[src/lock_status_pkg.sv]
// Constants shared by the receiver lock and status monitor
package lock_status_pkg;
	// Register port addresses
	localparam logic [3:0] ADDR_STATUS   = 4'h0;
	localparam logic [3:0] ADDR_MASK     = 4'h1;
	localparam logic [3:0] ADDR_CONFIG   = 4'h2;
	localparam logic [3:0] ADDR_LOCKS    = 4'h3;
	localparam logic [3:0] ADDR_LOG_CNT  = 4'h4;
	localparam logic [3:0] ADDR_LOG_RD   = 4'h5;
	localparam logic [3:0] ADDR_PAR_CHK  = 4'h6;
	localparam logic [3:0] ADDR_INTERVAL = 4'h7;
	// Status event bits
	localparam int EV_LOCK_CHG = 0;
	localparam int EV_FAULT    = 1;
	localparam int EV_PARITY   = 2;
	localparam int EV_REPORT   = 3;
	localparam int EV_W        = 4;
	// Report interval, 1 s at 50 MHz
	localparam int CLK_HZ          = 50_000_000;
	localparam int INTERVAL_MS     = 1000;
	localparam int INTERVAL_CYCLES = CLK_HZ / 1000 * INTERVAL_MS;
	localparam int REC_WORDS       = 8;
	localparam int LOG_DEPTH       = 16;
	localparam int PAR_DEPTH       = 16;
	localparam logic [31:0] ZERO32 = 32'h0000_0000;
	// Encoded states in the report, plus the serial transmitter states
	typedef enum logic [1:0] {
		PN_SEARCH = 2'b00,
		PN_TRACK  = 2'b01,
		PN_LOSS   = 2'b10
	} pn_state_t;
	typedef enum logic [1:0] {
		FLL_OFF   = 2'b00,
		FLL_ACQ   = 2'b01,
		FLL_TRACK = 2'b10
	} fll_state_t;
	typedef enum logic [1:0] {
		CAR_ACQ   = 2'b00,
		CAR_TRACK = 2'b01,
		CAR_LOSS  = 2'b10
	} car_state_t;
	typedef enum logic [1:0] {
		MODE_ACQ   = 2'b00,
		MODE_DEMOD = 2'b01,
		MODE_REACQ = 2'b10
	} rx_mode_t;
	typedef enum logic [1:0] {
		TX_IDLE = 2'b00,
		TX_LOAD = 2'b01,
		TX_SEND = 2'b10
	} tx_state_t;
endpackage : lock_status_pkg

[src/receiver_lock_status_monitor.sv]
// Receiver lock indicators, serial status report, fault log and memory parity check
//Contract
//- Carrier lock indicator high while carrier locked, low otherwise.
//- Code lock indicator follows spreading code lock state.
//- Combined indicator high only when code and carrier locks both high.
//- Bit synchronizer lock indicator follows bit sync lock state.
//- Decoder lock indicator shows decoder branch synchronization.
//- Status record sent serially to GPIB side at bounded interval.
//- Record holds code despreading state: searching, tracking, loss of lock.
//- Record holds frequency loop off, or on acquiring or tracking.
//- Record holds carrier loop state: acquisition, tracking, loss of lock.
//- Record holds despread, equalizer and IF filter bandwidth configuration flags.
//- Record holds operating mode: acquisition, demodulation, reacquisition.
//- Record holds error rates, SNR and both gain control levels.
//- Detected malfunction written into memory for later maintenance readout.
//- Parity bits computed over memory contents and mismatch flagged.
//- Test access points expose code search flag and carrier oscillator.
`timescale 1ns/1ps
module receiver_lock_status_monitor
	import lock_status_pkg::*;
#(
	parameter int REPORT_CYCLES = INTERVAL_CYCLES
)(
	input  wire logic        clock_in,           // 50 MHz system clock
	input  wire logic        rst_in,             // Synchronous reset, high
	input  wire logic        carrier_locked_in,  // Carrier loop lock, async
	input  wire logic        code_locked_in,     // Code loop lock, async
	input  wire logic        bitsync_locked_in,  // Bit sync lock, async
	input  wire logic        decoder_locked_in,  // Decoder branch sync, async
	input  wire logic [1:0]  pn_state_in,        // Despreading state
	input  wire logic [1:0]  fll_state_in,       // Frequency loop state
	input  wire logic [1:0]  car_state_in,       // Carrier loop state
	input  wire logic [1:0]  rx_mode_in,         // Receiver mode
	input  wire logic        despread_en_in,     // Despreading enabled
	input  wire logic        equalizer_en_in,    // Equalizer enabled
	input  wire logic [3:0]  if_bw_sel_in,       // IF filter bandwidths
	input  wire logic [15:0] ser_est_in,         // Symbol error rate
	input  wire logic [15:0] ber_est_in,         // Bit error rate
	input  wire logic [15:0] snr_est_in,         // SNR estimate
	input  wire logic [15:0] ncagc_in,           // Noncoherent gain level
	input  wire logic [15:0] cagc_in,            // Coherent gain level
	input  wire logic        fault_in,           // Malfunction pulse
	input  wire logic [15:0] fault_code_in,      // Malfunction description
	input  wire logic        code_search_in,     // Code search flag
	input  wire logic [15:0] carrier_nco_in,     // Carrier oscillator phase
	input  wire logic [3:0]  addr_in,            // Register address
	input  wire logic [31:0] wdata_in,           // Write data
	input  wire logic        wr_in,              // Write strobe
	input  wire logic        rd_in,              // Read strobe
	output logic      [31:0] rdata_out,          // Read data
	output logic             irq_out,            // Interrupt level
	output logic             carrier_lock_ind_out,  // Carrier lock indicator
	output logic             code_lock_ind_out,     // Code lock indicator
	output logic             combined_lock_ind_out, // Code and carrier lock
	output logic             bitsync_lock_ind_out,  // Bit sync lock indicator
	output logic             decoder_lock_ind_out,  // Decoder lock indicator
	output logic             ser_data_out,       // Serial status bit
	output logic             ser_valid_out,      // Serial bit valid
	output logic             ser_frame_out,      // First bit of record
	output logic             tp_code_search_out, // Test point
	output logic      [15:0] tp_carrier_nco_out  // Test point
);
	// Two-stage synchronisers for the lock levels
	logic [3:0] sync1;
	logic [3:0] sync2;
	always_ff @(posedge clock_in)
	begin
		if (rst_in)
		begin
			sync1 <= 4'h0;
			sync2 <= 4'h0;
		end
		else
		begin
			sync1 <= {decoder_locked_in, bitsync_locked_in, code_locked_in, carrier_locked_in};
			sync2 <= sync1;
		end
	end

	logic [3:0] lock_q;
	logic       comb_q;
	always_ff @(posedge clock_in)
	begin
		if (rst_in)
		begin
			lock_q <= 4'h0;
			comb_q <= 1'b0;
		end
		else
		begin
			lock_q <= sync2;
			comb_q <= sync2[0] & sync2[1];
		end
	end
	assign carrier_lock_ind_out  = lock_q[0];
	assign code_lock_ind_out     = lock_q[1];
	assign combined_lock_ind_out = comb_q;
	assign bitsync_lock_ind_out  = lock_q[2];
	assign decoder_lock_ind_out  = lock_q[3];

	// test points, registered to keep data outputs off logic paths
	logic [1:0]  srch_sync;
	logic [15:0] nco_q;
	always_ff @(posedge clock_in)
	begin
		if (rst_in)
		begin
			srch_sync <= 2'b00;
			nco_q     <= 16'h0000;
		end
		else
		begin
			srch_sync <= {srch_sync[0], code_search_in};
			nco_q     <= carrier_nco_in;
		end
	end
	assign tp_code_search_out = srch_sync[1];
	assign tp_carrier_nco_out = nco_q;

	// Register decode
	wire wr_mask  = wr_in && (addr_in == ADDR_MASK);
	wire wr_cfg   = wr_in && (addr_in == ADDR_CONFIG);
	wire wr_par   = wr_in && (addr_in == ADDR_PAR_CHK);
	wire wr_intv  = wr_in && (addr_in == ADDR_INTERVAL);
	wire rd_stat  = rd_in && (addr_in == ADDR_STATUS);
	wire rd_log   = rd_in && (addr_in == ADDR_LOG_RD);

	logic [EV_W-1:0] status;
	logic [EV_W-1:0] mask;
	logic            report_en;
	logic [31:0]     interval;
	logic [EV_W-1:0] events;

	logic [15:0] log_mem [LOG_DEPTH];
	logic [4:0]  log_cnt;
	logic [3:0]  log_wp;
	logic [3:0]  log_rp;
	always_ff @(posedge clock_in)
	begin
		if (fault_in)
			log_mem[log_wp] <= fault_code_in;
	end
	always_ff @(posedge clock_in)
	begin
		if (rst_in)
		begin
			log_wp  <= 4'h0;
			log_rp  <= 4'h0;
			log_cnt <= 5'h00;
		end
		else
		begin
			if (fault_in)
				log_wp <= log_wp + 4'h1;
			if (rd_log)
				log_rp <= log_rp + 4'h1;
			if (fault_in && log_cnt != 5'h10)
				log_cnt <= log_cnt + 5'h01;
		end
	end

	// parity memory: software writes words, engine checks stored parity
	logic [31:0] par_mem [PAR_DEPTH];
	logic [3:0]  par_ptr;
	logic        par_err;
	wire  [31:0] par_word  = par_mem[par_ptr];
	wire         par_calc  = ^par_word[30:0];
	// Write data bit 31 stores inverted parity so the self test can prove detection
	wire         par_store_bit = ^wdata_in[23:0] ^ wdata_in[31];
	always_ff @(posedge clock_in)
	begin
		if (wr_par)
			par_mem[wdata_in[27:24]] <= {par_store_bit, 7'h00, wdata_in[23:0]};
	end
	logic [PAR_DEPTH-1:0] par_valid;
	always_ff @(posedge clock_in)
	begin
		if (rst_in)
		begin
			par_ptr   <= 4'h0;
			par_err   <= 1'b0;
			par_valid <= '0;
		end
		else
		begin
			par_ptr <= par_ptr + 4'h1;
			if (wr_par)
				par_valid[wdata_in[27:24]] <= 1'b1;
			par_err <= par_valid[par_ptr] && (par_calc != par_word[31]);
		end
	end

	logic [31:0] tick_cnt;
	wire         tick = report_en && (tick_cnt >= interval);
	always_ff @(posedge clock_in)
	begin
		if (rst_in || tick)
			tick_cnt <= ZERO32;
		else if (report_en)
			tick_cnt <= tick_cnt + 32'h0000_0001;
	end

	logic [15:0] record [REC_WORDS];
	logic [15:0] snap   [REC_WORDS];
	always_comb
	begin
		record[0] = {lock_q, comb_q, 1'b0, rx_mode_in, car_state_in, fll_state_in, pn_state_in, 2'b00};
		record[1] = {8'h00, if_bw_sel_in, 2'b00, equalizer_en_in, despread_en_in};
		record[2] = ser_est_in;
		record[3] = ber_est_in;
		record[4] = snr_est_in;
		record[5] = ncagc_in;
		record[6] = cagc_in;
		record[7] = {11'h000, log_cnt};
	end

	tx_state_t   tx_state;
	logic [2:0]  word_idx;
	logic [3:0]  bit_idx;
	logic        done_pulse;
	always_ff @(posedge clock_in)
	begin
		if (rst_in)
		begin
			tx_state      <= TX_IDLE;
			word_idx      <= 3'h0;
			bit_idx       <= 4'h0;
			ser_data_out  <= 1'b0;
			ser_valid_out <= 1'b0;
			ser_frame_out <= 1'b0;
			done_pulse    <= 1'b0;
		end
		else
		begin
			done_pulse    <= 1'b0;
			ser_frame_out <= 1'b0;
			case (tx_state)
				TX_IDLE:
				begin
					ser_valid_out <= 1'b0;
					if (tick)
						tx_state <= TX_LOAD;
				end
				TX_LOAD:
				begin
					for (int i = 0; i < REC_WORDS; i++)
						snap[i] <= record[i];
					word_idx <= 3'h0;
					bit_idx  <= 4'hF;
					tx_state <= TX_SEND;
				end
				TX_SEND:
				begin
					ser_valid_out <= 1'b1;
					ser_data_out  <= snap[word_idx][bit_idx];
					ser_frame_out <= (word_idx == 3'h0) && (bit_idx == 4'hF);
					bit_idx       <= bit_idx - 4'h1;
					if (bit_idx == 4'h0)
					begin
						word_idx <= word_idx + 3'h1;
						if (word_idx == 3'h7)
						begin
							tx_state   <= TX_IDLE;
							done_pulse <= 1'b1;
						end
					end
				end
				default:
					tx_state <= TX_IDLE;
			endcase
		end
	end

	// Event capture; a new event wins over the read clear
	logic [3:0] lock_prev;
	always_ff @(posedge clock_in)
	begin
		if (rst_in)
			lock_prev <= 4'h0;
		else
			lock_prev <= lock_q;
	end
	always_comb
	begin
		events              = '0;
		events[EV_LOCK_CHG] = (lock_prev != lock_q);
		events[EV_FAULT]    = fault_in;
		events[EV_PARITY]   = par_err;
		events[EV_REPORT]   = done_pulse;
	end

	always_ff @(posedge clock_in)
	begin
		if (rst_in)
		begin
			status    <= '0;
			mask      <= '0;
			report_en <= 1'b1;
			interval  <= 32'(REPORT_CYCLES - 1);
		end
		else
		begin
			status <= (rd_stat ? '0 : status) | events;
			if (wr_mask)
				mask <= wdata_in[EV_W-1:0];
			if (wr_cfg)
				report_en <= wdata_in[0];
			if (wr_intv)
				interval <= wdata_in;
		end
	end
	assign irq_out = |(status & mask);

	// Read mux
	logic [31:0] rd_mux;
	always_comb
	begin
		case (addr_in)
			ADDR_STATUS:   rd_mux = {28'h0, status};
			ADDR_MASK:     rd_mux = {28'h0, mask};
			ADDR_CONFIG:   rd_mux = {31'h0, report_en};
			ADDR_LOCKS:    rd_mux = {27'h0, comb_q, lock_q};
			ADDR_LOG_CNT:  rd_mux = {27'h0, log_cnt};
			ADDR_LOG_RD:   rd_mux = {16'h0, log_mem[log_rp]};
			ADDR_INTERVAL: rd_mux = interval;
			default:       rd_mux = ZERO32;
		endcase
	end
	always_ff @(posedge clock_in)
	begin
		if (rst_in)
			rdata_out <= ZERO32;
		else if (rd_in)
			rdata_out <= rd_mux;
		else
			rdata_out <= ZERO32;
	end
endmodule : receiver_lock_status_monitor

[config.mk]
export PLATFORM = sky130hd
export DESIGN_NAME = receiver_lock_status_monitor
export DESIGN_NICKNAME = d
export VERILOG_FILES = /design/src/lock_status_pkg.sv /design/src/receiver_lock_status_monitor.sv
export SDC_FILE = /design/constraint.sdc
export NUM_CORES = 1
export LEC_CHECK = 0
export BUFFER_PORTS_ARGS = -buffer_cell sky130_fd_sc_hd__buf_2
export CAP_MARGIN = 20
export CORE_MARGIN = 4
export CORE_UTILIZATION = 60
export DETAILED_ROUTE_END_ITERATION = 10
export GPL_TIMING_DRIVEN = 0
export PLACE_DENSITY_LB_ADDON = 0.3
export SYNTH_ARGS = -nofsm -noshare
export SYNTH_HDL_FRONTEND = slang
export SYNTH_SLANG_ARGS = --single-unit
[constraint.sdc]
create_clock -name clock_in -period 12.1 [get_ports clock_in]
set_input_delay 1.21 -clock clock_in [delete_from_list [all_inputs] [get_ports clock_in]]
set_output_delay 1.21 -clock clock_in [all_outputs]
set_load 0.02 [all_outputs]
==> impl_metrics.ini <==
[synthesis]
synth_area_leaders = edfxtp_1 (61%), dfxtp_1 (10%), mux4_2 (10%), mux2i_1 (2.1%), ha_1 (1.6%)
synth_compound_area_frac = 0.0426
synth_area_leader_cell = edfxtp_1
synth_fa_ha_area_frac = 0.0164
synth.net_count = 2404
syn_area_mm2 = 0.0373
synth_top_area_share = 0.611
ys_seq_elements = 954
syn_inst = 2183
yosys-top-cells-count = edfxtp_1 (760), dfxtp_1 (194), mux4_2 (171), nor2_1 (135), nand2_1 (112)
async_flop_share = 0
yosysWarnings = 0
synth_top_family_by_area = multiplexers
synth_mux_area_frac = 0.134
synthSimpleGateAreaFrac = 0.0505
yosysSeqAreaShare = 0.715
synth_xor_area_frac = 0.0225
ys.flop_type = edfxtp_1
synth_enable_flop_cells = 760
syn_avg_cell_area_um2 = 17.1
yosysMostFrequentCell = edfxtp_1
synthDistinctLibCells = 55

[clock_tree]
cts_buffers = 93
postCtsSetupBuffers = 0
clock_latency_ns = 0.65
cts-htree-levels = 3
clockBufferDepth = 3
clock-sinks = 954
clkTransAtPathRegs_ns = 0.06
ctsHoldBuffers = 0
cts.repair.resized = 0
root_buffer = clkbuf_16
cts_tree = yes

[global_route]
grt_usage = 0.273
grt_max_degree = 39
grt_first_pass_wirelength_mm = 136
grt_pass1_vias = 22000
grt_antenna_before_repair = 15
gr-total-overflow = 0

[cells_and_area]
fill_cells = 3701
syn_to_final_growth_pct = 17.0
fin_area_mm2 = 0.0437
finish.net_count = 2757
drive_above_1_share = 0.254

[setup_path]
slowest_delay_ns = 0.90
cp-start-kind = register
path_depth = 11
required_ns = 12.61
rrSetupSlack_ns = 7.92
path_delay_family = buffers and inverters
crit_chain = buf_2, buf_2, clkbuf_1, mux4_2, a22oi_1, nand2_1, xnor2_1, xnor2_1, xnor3_1, xnor2_1, nor3_2
crit_fanout = 10
crit_top_cell = xnor2_1
worst-path-buf-inv = 3
rr_worst_depth = 11
cp-end-kind = register
path_class = register to register
slowest_stage = clkbuf_1
cp.arrival_ns = 4.69

[sta]
slew_viol_final = 0
max_freq_mhz = 239
grt_setup_unrepaired = false
tns_ns = 0
clock_skew_ns = 0.0257
hold_viol_final = 0
slew-limit-headroom = 0.223
timing.final.crit_share = 0.346
worstMarginPinSlew_ns = 1.16
min_period_ns = 4.18
setup_viol = 0

[hold_path]
hold_depth = 1
hp-class = register to register

[floorplanning]
fp.coreArea_mm2 = 0.0616
die_h_um = 257
die_area_mm2 = 0.0663
rows = 91
io_pins = 230
initial_core_util = 0.606
die_w_um = 257

[placed_design]
place_congestion = 0.859
hpwl_mm = 59.5
placed_area_mm2 = 0.0400
port_buffers = 226

[drt]
postRouteAntennaNets = 0
dr.pass1.iters = 7
routedWlPerCell_um = 26.2
vias = 21200
drt_wl_total_mm = 91.0
avgViaCountPerCell = 6.11
drc = 0
drtIter0Drc = 2249

[power]
peakVddDrop_v = 0.000133
power_density_mw_per_mm2 = 165
cellLeakagePower_nw = 15.1

[run_status]
outcome = finished clean

[job]
cap_violations = 0
-- metal layers --
metal  part of all wire  GRT usage  vias to the layer above
met1               0.37      0.349                    10900
met5                  0          0                        -
met4              0.035      0.107                        0
met3              0.069     0.0453                      183
met2               0.52      0.472                      955
li1                   -          -                     9178
-- worst reg2reg max path, stage by stage (launching register included) --
cell,delay [ns]
dfxtp_1,0.34
buf_2,0.28
buf_2,0.32
clkbuf_1,0.90
mux4_2,0.44
a22oi_1,0.16
nand2_1,0.12
xnor2_1,0.15
xnor2_1,0.38
xnor3_1,0.52
xnor2_1,0.38
nor3_2,0.06
-- flip-flops by register name (all words and copies together) (netlist names), 5 cells and up, named ones only --
| signal | flops |
|---|---|
| tp_carrier_nco_out | 16 |
| par_valid | 16 |
| log_cnt | 5 |
| tick_cnt | 32 |
| log_mem | 256 |
| rdata_out | 32 |
| interval | 32 |
| par_mem | 400 |
| snap | 104 |
-- final timing paths --
path,endpoint,start
worst max-delay path,par_err$_SDFF_PP0_,par_ptr[1]$_SDFF_PP0_
worst max register to register,par_err$_SDFF_PP0_,par_ptr[1]$_SDFF_PP0_
worst min-delay path,sync2[2]$_SDFF_PP0_,sync1[2]$_SDFF_PP0_
worst min register to register,sync2[2]$_SDFF_PP0_,sync1[2]$_SDFF_PP0_
-- cell families (layout without fill, tap and decap cells) --
family	count (synthesis)	count (layout)
AOI/OAI and AO/OA	243	243
adders and majority gates	49	49
muxes	282	282
xor gates and xnor gates	92	92
and+or+nand+nor	407	407
other	0	16
DFF	954	954
buffers and inverters	156	589
-- cell usage in the layout, fill, tap and decap left out, drive strengths merged, types with 24 or more instances in the layout --
cell type,netlist,routed
nor2b,43,43
mux2i,78,78
clkbuf,67,192
nor2,135,135
xor2,41,41
and2,24,24
mux2,33,33
xnor2,49,49
a21oi,68,68
dfxtp,194,194
o21ai,49,49
a221oi,26,26
inv,46,50
mux4,171,171
nand3,27,27
buf,41,298
edfxtp,760,760
ha,49,49
nand2,112,112
clkinv,2,28
a22oi,35,35
-- final cells by class --
cell class / count / area (um^2) / share of cell area
Inverter: 48 / 180 / 0.00413
Clock buffer: 125 / 2720 / 0.0623
Sequential cell: 954 / 26700 / 0.611
Timing Repair Buffer: 258 / 1710 / 0.0391
Antenna cell: 16 / 40.0 / 0.000917
Tap cell: 837 / 1050 / 0.0240
Buffer: 108 / 518 / 0.0119
Multi-Input combinational cell: 1073 / 10000 / 0.230
Clock inverter: 50 / 708 / 0.0162
-- where the power goes --
group          internal, mW  total, mW  leakage (nW)  switching, mW
Sequential             3.58       3.60          8.42         0.0125
Combinational         0.173      0.423          4.99          0.249
Clock                  1.95       3.18          1.68           1.23
-- per-stage QoR --
stage | hold WS [ns] | worst slack (ns) | util | cells | total power, mW
finish | 0.426 | 7.92 | 0.709 | 3469 | 7.19
global route | 0.462 | 7.82 | 0.709 | 3466 | 7.38
CTS | 0.437 | 7.90 | 0.705 | 3444 | 7.21
detailed placement | 0.422 | 7.88 | 0.650 | 3269 | 4.08
global placement | 0.419 | 3.86 | 0.641 | 3246 | 4.06
floorplan | 0.413 | 5.52 | - | 2183 | 3.91
No activity file was read; power rests on OpenSTA's default activity.
